**src/inc/mcs_regs.svh**
```systemverilog
/*
 * Register offsets, field positions, reset values and timing figures of the
 * measurement control and status register group.
 * Assumes a 125 MHz system clock; offsets are the byte register addresses.
 */
`ifndef MCS_REGS_SVH
`define MCS_REGS_SVH

// ********************************************************************
// Register offsets
// ********************************************************************
`define MCS_OFS_HS       8'hF2
`define MCS_OFS_STAT     8'hF3
`define MCS_OFS_CTRL     8'hF4

// ********************************************************************
// Reset values and fields
// ********************************************************************
`define MCS_HS_RST       3'h1
`define MCS_CTRL_RST     8'h00
`define MCS_STAT_MEAS    3
`define MCS_STAT_NVM     0
`define MCS_HS_BASE      8'h08
`define MCS_OS_SKIP      3'h0
`define MCS_OS_ONE       3'h1
`define MCS_OS_TWO       3'h2
`define MCS_MASK_22      24'hFFFFFC
`define MCS_MASK_23      24'hFFFFFE
`define MCS_MASK_24      24'hFFFFFF

// ********************************************************************
// Timing
// ********************************************************************
`define MCS_CLK_MHZ      125
`define MCS_STBY_UNIT_US 1000
`define MCS_SAMPLE_CYC   16

`endif

```
**src/inc/mcs_pkg.sv**
```systemverilog
/*
 * Types of the measurement control and status register group.
 * Assumes nothing beyond a SystemVerilog compiler.
 */
`default_nettype none

package mcs_pkg;

  typedef enum logic [1:0] {
    MCS_MODE_SLEEP,
    MCS_MODE_FORCED_A,
    MCS_MODE_FORCED_B,
    MCS_MODE_NORMAL
  } mcs_mode_t;

  typedef struct packed {
    logic [2:0] t_os;
    logic [2:0] p_os;
    mcs_mode_t  mode;
  } mcs_ctrl_t;

  typedef struct packed {
    logic csb;
    logic sck;
    logic sdi;
    logic scl;
    logic sda;
  } mcs_pins_t;

  typedef enum logic [2:0] {
    MCS_SQ_IDLE,
    MCS_SQ_TEMP,
    MCS_SQ_PRESS,
    MCS_SQ_STORE,
    MCS_SQ_WAIT
  } mcs_seq_t;

endpackage : mcs_pkg

`default_nettype wire

```
**src/rtl/mcs_ctrl_status.sv**
```systemverilog
/*
 * Measurement control, status and high-speed master code registers with a
 * 4-wire serial register port, conversion sequencer and master code detector.
 * Assumes the serial pins are asynchronous and slow next to clk, and that the
 * converter values and the calibration memory busy level are on clk.
 */
`include "mcs_regs.svh"
`default_nettype none

module mcs_ctrl_status
  import mcs_pkg::*;
#(
  parameter int unsigned CYC_PER_MS = `MCS_STBY_UNIT_US * `MCS_CLK_MHZ,
  parameter int unsigned SAMPLE_CYC = `MCS_SAMPLE_CYC
) (
  input  wire logic        clk,          // System clock
  input  wire logic        rst,          // Async reset, active high
  input  wire mcs_pins_t   pins,         // Serial pins, asynchronous
  output var  logic        sdo_o,        // Serial data out
  output var  logic        sdo_oe,       // Serial data out enable
  output var  logic        hs_mode,      // High-speed signalling active
  input  wire logic [2:0]  stby_sel,     // Continuous idle time select
  input  wire logic        nvm_busy,     // Calibration memory access
  input  wire logic [23:0] adc_temp,     // Temperature conversion value
  input  wire logic [23:0] adc_press,    // Pressure conversion value
  output var  logic [23:0] temp_data,    // Stored temperature result
  output var  logic [23:0] press_data    // Stored pressure result
);

  // ******************************************************************
  // Pin synchronisation and edges
  // ******************************************************************
  mcs_pins_t pin_s;
  mcs_pins_t prev_ff;

  mcs_sync #(.W(5), .RST(5'h1F)) u_sync (
    .clk (clk),
    .rst (rst),
    .d   (pins),
    .q   (pin_s)
  );

  always_ff @(posedge clk or posedge rst) begin
    if (rst) prev_ff <= 5'h1F;
    else     prev_ff <= pin_s;
  end

  wire sck_rise = pin_s.sck & ~prev_ff.sck & ~pin_s.csb;
  wire sck_fall = ~pin_s.sck & prev_ff.sck & ~pin_s.csb;
  wire scl_rise = pin_s.scl & ~prev_ff.scl;
  wire i2c_start = pin_s.scl & prev_ff.scl & prev_ff.sda & ~pin_s.sda;
  wire i2c_stop  = pin_s.scl & prev_ff.scl & ~prev_ff.sda & pin_s.sda;

  // ******************************************************************
  // Registers
  // ******************************************************************
  mcs_ctrl_t  ctrl_ff;
  logic [2:0] hs_code_ff;
  logic       nvm_ff;
  mcs_seq_t   state_ff, nxt_state;
  logic       wr_stb;
  logic       forced_clr;
  logic [6:0] wr_addr;
  logic [7:0] wr_data;

  wire [6:0] a_hs   = 7'(`MCS_OFS_HS);
  wire [6:0] a_stat = 7'(`MCS_OFS_STAT);
  wire [6:0] a_ctrl = 7'(`MCS_OFS_CTRL);
  wire       busy   = (state_ff == MCS_SQ_TEMP) || (state_ff == MCS_SQ_PRESS)
                   || (state_ff == MCS_SQ_STORE);
  wire [7:0] stat_byte = 8'(busy) << `MCS_STAT_MEAS | 8'(nvm_ff) << `MCS_STAT_NVM;

  always_ff @(posedge clk or posedge rst) begin
    if (rst) begin
      ctrl_ff    <= `MCS_CTRL_RST;
      hs_code_ff <= `MCS_HS_RST;
      nvm_ff     <= 1'b0;
    end else begin
      nvm_ff <= nvm_busy;
      if (wr_stb && wr_addr == a_ctrl) ctrl_ff <= wr_data;
      else if (forced_clr) ctrl_ff.mode <= MCS_MODE_SLEEP;
      if (wr_stb && wr_addr == a_hs) hs_code_ff <= wr_data[2:0];
    end
  end

  // ******************************************************************
  // Serial register port
  // ******************************************************************
  logic [2:0] sp_cnt_ff;
  logic [6:0] sp_sh_ff;
  logic       sp_first_ff, sp_rd_ff, sp_dat_ff;
  logic [6:0] sp_addr_ff;
  logic [7:0] sp_tx_ff;
  logic       sdo_ff;

  wire       byte_done = sck_rise && (sp_cnt_ff == 3'h7);
  wire [7:0] nb        = {sp_sh_ff, pin_s.sdi};
  wire [6:0] rd_addr   = sp_first_ff ? nb[6:0] : sp_addr_ff;
  wire [7:0] rd_data   = (rd_addr == a_hs)   ? {5'h00, hs_code_ff} :
                         (rd_addr == a_stat) ? stat_byte :
                         (rd_addr == a_ctrl) ? ctrl_ff : 8'h00;
  wire       rd_load   = byte_done && (sp_first_ff ? nb[7] : sp_rd_ff);
  assign wr_stb  = byte_done && !sp_first_ff && !sp_rd_ff && sp_dat_ff;
  assign wr_addr = sp_addr_ff;
  assign wr_data = nb;

  always_ff @(posedge clk or posedge rst) begin
    if (rst) begin
      sp_cnt_ff <= 3'h0; sp_sh_ff <= 7'h00; sp_first_ff <= 1'b1;
      sp_rd_ff <= 1'b0; sp_dat_ff <= 1'b0; sp_addr_ff <= 7'h00;
      sp_tx_ff <= 8'h00; sdo_ff <= 1'b0;
    end else if (pin_s.csb) begin
      sp_cnt_ff <= 3'h0; sp_first_ff <= 1'b1; sp_dat_ff <= 1'b0;
    end else begin
      if (sck_rise) begin
        sp_sh_ff  <= nb[6:0];
        sp_cnt_ff <= sp_cnt_ff + 3'h1;
      end
      if (byte_done) begin
        sp_first_ff <= 1'b0;
        if (sp_first_ff) sp_rd_ff <= nb[7];
        if (rd_load) begin
          sp_tx_ff   <= rd_data;
          sp_addr_ff <= rd_addr + 7'h01;
        end else if (sp_first_ff || !sp_dat_ff) begin
          sp_addr_ff <= nb[6:0];
          sp_dat_ff  <= 1'b1;
        end else begin
          sp_dat_ff  <= 1'b0;
        end
      end
      if (sck_fall) begin
        sdo_ff   <= sp_tx_ff[7];
        sp_tx_ff <= {sp_tx_ff[6:0], 1'b0};
      end
    end
  end

  assign sdo_o  = sdo_ff;
  assign sdo_oe = ~pin_s.csb & sp_rd_ff & ~sp_first_ff;

  // ******************************************************************
  // High-speed master code detector
  // ******************************************************************
  logic       i2c_act_ff, hs_ff;
  logic [3:0] i2c_cnt_ff;
  logic [6:0] i2c_sh_ff;
  wire  [7:0] mc_byte  = {i2c_sh_ff, pin_s.sda};
  wire  [7:0] mc_match = `MCS_HS_BASE + {5'h00, hs_code_ff};

  always_ff @(posedge clk or posedge rst) begin
    if (rst) begin
      i2c_act_ff <= 1'b0; hs_ff <= 1'b0; i2c_cnt_ff <= 4'h0; i2c_sh_ff <= 7'h00;
    end else if (i2c_stop) begin
      i2c_act_ff <= 1'b0; hs_ff <= 1'b0;
    end else if (i2c_start) begin
      i2c_act_ff <= 1'b1; i2c_cnt_ff <= 4'h0;
    end else if (scl_rise && i2c_act_ff) begin
      i2c_sh_ff  <= mc_byte[6:0];
      i2c_cnt_ff <= i2c_cnt_ff + 4'h1;
      if (i2c_cnt_ff == 4'h7) begin
        i2c_act_ff <= 1'b0;
        if (mc_byte == mc_match) hs_ff <= 1'b1;
      end
    end
  end

  assign hs_mode = hs_ff;

  // ******************************************************************
  // Conversion sequencer
  // ******************************************************************
  logic [31:0] cnt_ff, nxt_cnt;
  logic [2:0]  t_os_ff, p_os_ff;
  logic        forced_ff;
  logic [31:0] stby_ms;

  wire [31:0] t_len  = SAMPLE_CYC << (t_os_ff - 3'h1);
  wire [31:0] p_len  = SAMPLE_CYC << (p_os_ff - 3'h1);
  wire        go     = ctrl_ff.mode != MCS_MODE_SLEEP;
  wire        forced = (ctrl_ff.mode == MCS_MODE_FORCED_A)
                    || (ctrl_ff.mode == MCS_MODE_FORCED_B);
  wire [31:0] stby_cyc = 32'(stby_ms * CYC_PER_MS);
  wire [23:0] t_mask = (t_os_ff == `MCS_OS_ONE) ? `MCS_MASK_22 :
                       (t_os_ff == `MCS_OS_TWO) ? `MCS_MASK_23 : `MCS_MASK_24;
  wire [23:0] p_mask = (p_os_ff == `MCS_OS_ONE) ? `MCS_MASK_22 :
                       (p_os_ff == `MCS_OS_TWO) ? `MCS_MASK_23 : `MCS_MASK_24;
  assign forced_clr  = (state_ff == MCS_SQ_STORE) && forced_ff;

  always_comb begin
    case (stby_sel)
      3'h0:    stby_ms = 32'd1;
      3'h1:    stby_ms = 32'd5;
      3'h2:    stby_ms = 32'd50;
      3'h3:    stby_ms = 32'd250;
      3'h4:    stby_ms = 32'd500;
      3'h5:    stby_ms = 32'd1000;
      3'h6:    stby_ms = 32'd2000;
      default: stby_ms = 32'd4000;
    endcase
  end

  always_comb begin
    nxt_state = state_ff;
    nxt_cnt   = (cnt_ff != 32'h0) ? cnt_ff - 32'h1 : 32'h0;
    case (state_ff)
      MCS_SQ_IDLE: begin
        if (go) begin
          if (ctrl_ff.t_os != `MCS_OS_SKIP) begin
            nxt_state = MCS_SQ_TEMP;
            nxt_cnt   = SAMPLE_CYC << (ctrl_ff.t_os - 3'h1);
          end else if (ctrl_ff.p_os != `MCS_OS_SKIP) begin
            nxt_state = MCS_SQ_PRESS;
            nxt_cnt   = SAMPLE_CYC << (ctrl_ff.p_os - 3'h1);
          end else begin
            nxt_state = MCS_SQ_STORE;
          end
        end
      end
      MCS_SQ_TEMP: begin
        if (cnt_ff <= 32'h1) begin
          if (p_os_ff != `MCS_OS_SKIP) begin
            nxt_state = MCS_SQ_PRESS;
            nxt_cnt   = p_len;
          end else begin
            nxt_state = MCS_SQ_STORE;
          end
        end
      end
      MCS_SQ_PRESS: if (cnt_ff <= 32'h1) nxt_state = MCS_SQ_STORE;
      MCS_SQ_STORE: begin
        if (forced_ff) begin
          nxt_state = MCS_SQ_IDLE;
        end else begin
          nxt_state = MCS_SQ_WAIT;
          nxt_cnt   = stby_cyc;
        end
      end
      MCS_SQ_WAIT: if (cnt_ff <= 32'h1) nxt_state = MCS_SQ_IDLE;
      default:     nxt_state = MCS_SQ_IDLE;
    endcase
  end

  always_ff @(posedge clk or posedge rst) begin
    if (rst) begin
      state_ff <= MCS_SQ_IDLE; cnt_ff <= 32'h0;
      t_os_ff <= 3'h0; p_os_ff <= 3'h0; forced_ff <= 1'b0;
      temp_data <= 24'h000000; press_data <= 24'h000000;
    end else begin
      state_ff <= nxt_state;
      cnt_ff   <= nxt_cnt;
      if (state_ff == MCS_SQ_IDLE && go) begin
        t_os_ff <= ctrl_ff.t_os; p_os_ff <= ctrl_ff.p_os; forced_ff <= forced;
      end
      if (state_ff == MCS_SQ_TEMP && nxt_state != MCS_SQ_TEMP)
        temp_data <= adc_temp & t_mask;
      if (state_ff == MCS_SQ_PRESS && nxt_state != MCS_SQ_PRESS)
        press_data <= adc_press & p_mask;
    end
  end
endmodule : mcs_ctrl_status

`default_nettype wire

```
**src/rtl/mcs_sync.sv**
```systemverilog
/*
 * Two flip-flop synchroniser for a bank of pin inputs.
 * Assumes the inputs are asynchronous to clk; only the second stage is used.
 */
`default_nettype none

module mcs_sync #(
  parameter int          W   = 1,
  parameter logic [W-1:0] RST = '0
) (
  input  wire logic         clk,    // System clock
  input  wire logic         rst,    // Async reset, active high
  input  wire logic [W-1:0] d,      // Asynchronous inputs
  output var  logic [W-1:0] q       // Synchronised outputs
);

  logic [W-1:0] meta_ff;

  always_ff @(posedge clk or posedge rst) begin
    if (rst) begin
      meta_ff <= RST;
      q       <= RST;
    end else begin
      meta_ff <= d;
      q       <= meta_ff;
    end
  end

endmodule : mcs_sync

`default_nettype wire

```
**config.mk**
```make
export PLATFORM = sky130hd
export DESIGN_NAME = mcs_ctrl_status
export DESIGN_NICKNAME = d
export VERILOG_FILES = /design/src/inc/mcs_pkg.sv /design/src/rtl/mcs_ctrl_status.sv /design/src/rtl/mcs_sync.sv
export VERILOG_INCLUDE_DIRS = /design/src /design/src/inc
export SDC_FILE = /design/constraint.sdc
export NUM_CORES = 1
export LEC_CHECK = 0
export BUFFER_PORTS_ARGS = -buffer_cell sky130_fd_sc_hd__buf_2
export CELL_PAD_IN_SITES_DETAIL_PLACEMENT = 0
export CELL_PAD_IN_SITES_GLOBAL_PLACEMENT = 1
export CORE_UTILIZATION = 50
export DETAILED_ROUTE_END_ITERATION = 8
export PLACE_DENSITY_LB_ADDON = 0.3
export SETUP_SLACK_MARGIN = 0.05
export SLEW_MARGIN = 15
export SYNTH_ARGS = -nofsm -noshare
export SYNTH_HDL_FRONTEND = slang
export SYNTH_SLANG_ARGS = --single-unit
```
**constraint.sdc**
```tcl
create_clock -name clk -period 13.4 [get_ports clk]
set_clock_uncertainty 0.1 [all_clocks]
set_input_delay 1.34 -clock clk [delete_from_list [all_inputs] [get_ports clk]]
set_output_delay 1.34 -clock clk [all_outputs]
set_load 0.03 [all_outputs]
```
==> flow_summary.json <==
{
  "rsz0062_at_grt": "false",
  "nFillCells": 1777,
  "yosysWarningCount": 0,
  "yosysSeqAreaShare": 0.3914,
  "tns_ns": 0,
  "wl_met3_um": 886,
  "startpoint_type": "input port",
  "final_cell_area_sq_um": 11340,
  "hold_viol_final": 0,
  "synthDistinctLibCells": 78,
  "area_growth_pct": 12.47,
  "grt_pass1_vias": 7537,
  "drive_gt1_frac": 0.1801,
  "cp_num_buf_inv": 4,
  "met1_length_um": 10580,
  "cts_setup_buffers": 0,
  "finalSetupViolations": 0,
  "die-width_um": 144.0,
  "crit_slowest_cell": "fa_1",
  "start_util": 0.5148,
  "io_buffers": 109,
  "cts_buffer_depth": 2,
  "synth-seq-cells": 157,
  "cts_num_sinks": 157,
  "worst_pin_slew_ns": 1.013,
  "hold_path.startpoint": "u_sync.meta_ff[1]$_DFF_PP1_",
  "relSlewSlack": 0.3247,
  "timing.final.crit_share": 0.4878,
  "fin_ws_ns": 6.864,
  "ys_async_sr_fraction": 1.000,
  "whs_ns": 0.2575,
  "avgRoutedWirePerCell_um": 15.96,
  "hold_path_class": "flip-flop to flip-flop",
  "final_antenna_net_count": 0,
  "top_layer": "met4",
  "wl_um": 23010,
  "end_kind": "flip-flop",
  "min_delay_path_depth": 0,
  "r2r-end": "cnt_ff[29]$_DFF_PP0_",
  "synth-edff-count": 0,
  "finalPower_mw": 1.281,
  "cp_cell_sequence": "buf_2, nand2b_1, inv_1, or2_2, fa_1, ha_1, ha_1, fa_1, inv_1, fa_1, inv_1, ha_1, a21o_1, and3_1, o311ai_0, nand2_1, nor4b_1, o32ai_1",
  "pin_count": 110,
  "crit_required_ns": 13.56,
  "antenna_found_initial": 0,
  "nets": 1313,
  "critPathMaxStageDelay_ns": 0.60,
  "cp.arrival_ns": 6.70,
  "drc": 0,
  "r2r-start": "cnt_ff[0]$_DFF_PP0_",
  "dp_hpwl_um": 16930,
  "place_congestion": 0.8916,
  "grtUsageTotal": 0.2342,
  "die_area_sq_um": 20740,
  "pre_cts_slack_ns": 6.462,
  "slew_viol_final": 0,
  "status": "finished clean",
  "num_vias": 7975,
  "first_pass_iters": 5,
  "path_class": "input port to flip-flop",
  "die_height_um": 144.0,
  "irDropWorstVdd_uv": 86.82,
  "synth_cells": 1083,
  "power_density_nw_per_um2": 113.0,
  "post_cts_resized": 0,
  "cts_tree": "done",
  "reg2reg_depth": 8,
  "synth_area_sq_um": 10080,
  "dr.first_iter.drc_count": 399,
  "synthFlopType": "dfrtp_1",
  "drv_cap": 0,
  "cp_max_fo": 25,
  "dr_wl_met2_um": 11040,
  "coreArea_sq_um": 19590,
  "grt_pass1_wl_um": 38060,
  "timing.final.crit_period_ns": 6.536,
  "leakage_nw": 5.192,
  "crit_family": "adder cells",
  "ctsRootBufferMaster": "clkbuf_16",
  "fmax_mhz": 153.0,
  "worstSkewPairLatency_ns": 0.43,
  "placed_area_sq_um": 10780,
  "syn_avg_cell_area_sq_um": 9.312,
  "numCtsBuffers": 17,
  "postCtsHoldBufs": 0,
  "min_to": "u_sync.q[1]$_DFF_PP1_",
  "grt_max_degree": 82,
  "h-tree-depth": 4,
  "n_antenna_cell": 0,
  "grt_overflow": 0,
  "rrSetupSlack_ns": 10.19,
  "vias_per_cell": 5.531,
  "rows": 51,
  "clkTransAtPathRegs_ns": 0.07
}
## cell usage after synthesis (all sizes together) (10+ instances only)
| cell type | count | share of area |
|---|---|---|
| fa | 15 | 0.030 |
| nand2b | 14 | 0.010 |
| o211ai | 12 | 0.0089 |
| xnor2 | 32 | 0.028 |
| and2 | 18 | 0.011 |
| dfrtp | 142 | 0.35 |
| nor3 | 23 | 0.012 |
| nor4 | 12 | 0.011 |
| inv | 52 | 0.019 |
| xor2 | 20 | 0.017 |
| nor2 | 71 | 0.026 |
| buf | 13 | 0.0074 |
| nand2 | 188 | 0.070 |
| and3 | 12 | 0.0074 |
| o22ai | 17 | 0.011 |
| o21ai | 47 | 0.023 |
| nor2b | 12 | 0.0074 |
| ha | 75 | 0.093 |
| a21oi | 42 | 0.021 |
| dfstp | 15 | 0.039 |
| mux2 | 40 | 0.048 |
| nand3b | 10 | 0.0074 |
| clkbuf | 39 | 0.015 |
| nand3 | 21 | 0.012 |
## cells in the final DEF (no fill, tap or decap), types with 7 or more instances in the layout
| master | synthesis | routed |
|---|---|---|
| a211oi_1 | 8 | 8 |
| a21o_1 | 9 | 9 |
| a21oi_1 | 42 | 42 |
| a31oi_1 | 9 | 9 |
| and2_1 | 15 | 15 |
| and3_1 | 12 | 12 |
| buf_2 | 9 | 109 |
| clkbuf_16 | 0 | 17 |
| dfrtp_1 | 142 | 142 |
| dfstp_2 | 15 | 15 |
| fa_1 | 15 | 15 |
| ha_1 | 75 | 75 |
| inv_1 | 52 | 51 |
| mux2_2 | 24 | 24 |
| mux2_4 | 10 | 10 |
| mux2i_1 | 9 | 9 |
| nand2_1 | 187 | 187 |
| nand2b_1 | 12 | 12 |
| nand3_1 | 20 | 20 |
| nand3b_1 | 10 | 10 |
| nand4_1 | 7 | 7 |
| nor2_1 | 71 | 71 |
| nor2b_1 | 12 | 12 |
| nor3_1 | 22 | 22 |
| nor4_1 | 8 | 8 |
| o211ai_1 | 12 | 12 |
| o21a_1 | 7 | 7 |
| o21ai_0 | 46 | 46 |
| o22ai_1 | 17 | 17 |
| o32ai_1 | 7 | 7 |
| xnor2_1 | 32 | 32 |
| xor2_1 | 20 | 20 |
## stage by stage
step	utilization	cells
after floorplan	-	1084
after global placement	0.5502	1410
after detailed placement	0.5502	1410
after CTS	0.5790	1442
after global routing	0.5790	1442
final	0.5790	1442
## how the worst max path moves through the flow
| stage | startpoint | end | depth (start not counted) |
|---|---|---|---|
| finish | stby_sel[2] | cnt_ff[30]$_DFF_PP0_ | 18 |
| global route | stby_sel[2] | cnt_ff[30]$_DFF_PP0_ | 18 |
| CTS | stby_sel[2] | cnt_ff[30]$_DFF_PP0_ | 18 |
| detailed placement | stby_sel[2] | cnt_ff[30]$_DFF_PP0_ | 18 |
| global placement | stby_sel[2] | cnt_ff[30]$_DFF_PP0_ | 18 |
| floorplan | stby_sel[2] | cnt_ff[30]$_DFF_PP0_ | 19 |
## state kept, by name, indices dropped and copies added, names as in the netlist, 4 cells and up
name            count
temp_data          24
u_sync.meta_ff      5
sp_sh_ff            7
i2c_cnt_ff          4
sp_addr_ff          7
ctrl_ff             8
sp_tx_ff            8
cnt_ff             32
i2c_sh_ff           7
u_sync.q            5
press_data         24
## final cells by class
class,instances,area [sq um],share of cell area
Sequential cell,157,3948,0.3480
Inverter,53,203.9,0.01798
Clock buffer,19,442.9,0.03905
Tap cell,265,331.6,0.02923
Timing Repair Buffer,113,575.6,0.05074
Clock inverter,13,120.1,0.01059
Multi-Input combinational cell,822,5720,0.5044
## kinds of logic after synthesis
family,Yosys count,synth area share
adder cells (fa/ha/maj),90,0.1228
buffers and inverters,105,0.04169
XOR/XNOR,52,0.04516
multiplexers,49,0.05732
flip-flops,157,0.3914
AO/OA/AOI/OAI,211,0.1382
AND/OR/NAND/NOR,418,0.2030
other,1,0.0003719
## per-layer routing
layer,vias up,GRT usage
met3,34,0.03841
met4,0,0.08791
li1,3959,-
met2,178,0.3844
met5,-,0
met1,3804,0.3105
## power breakdown
| group | internal (mW) | switching (mW) |
|---|---|---|
| registers | 0.494 | 0.0255 |
| clock network | 0.250 | 0.210 |
| logic | 0.125 | 0.177 |
(Power assumes the default switching activity.)
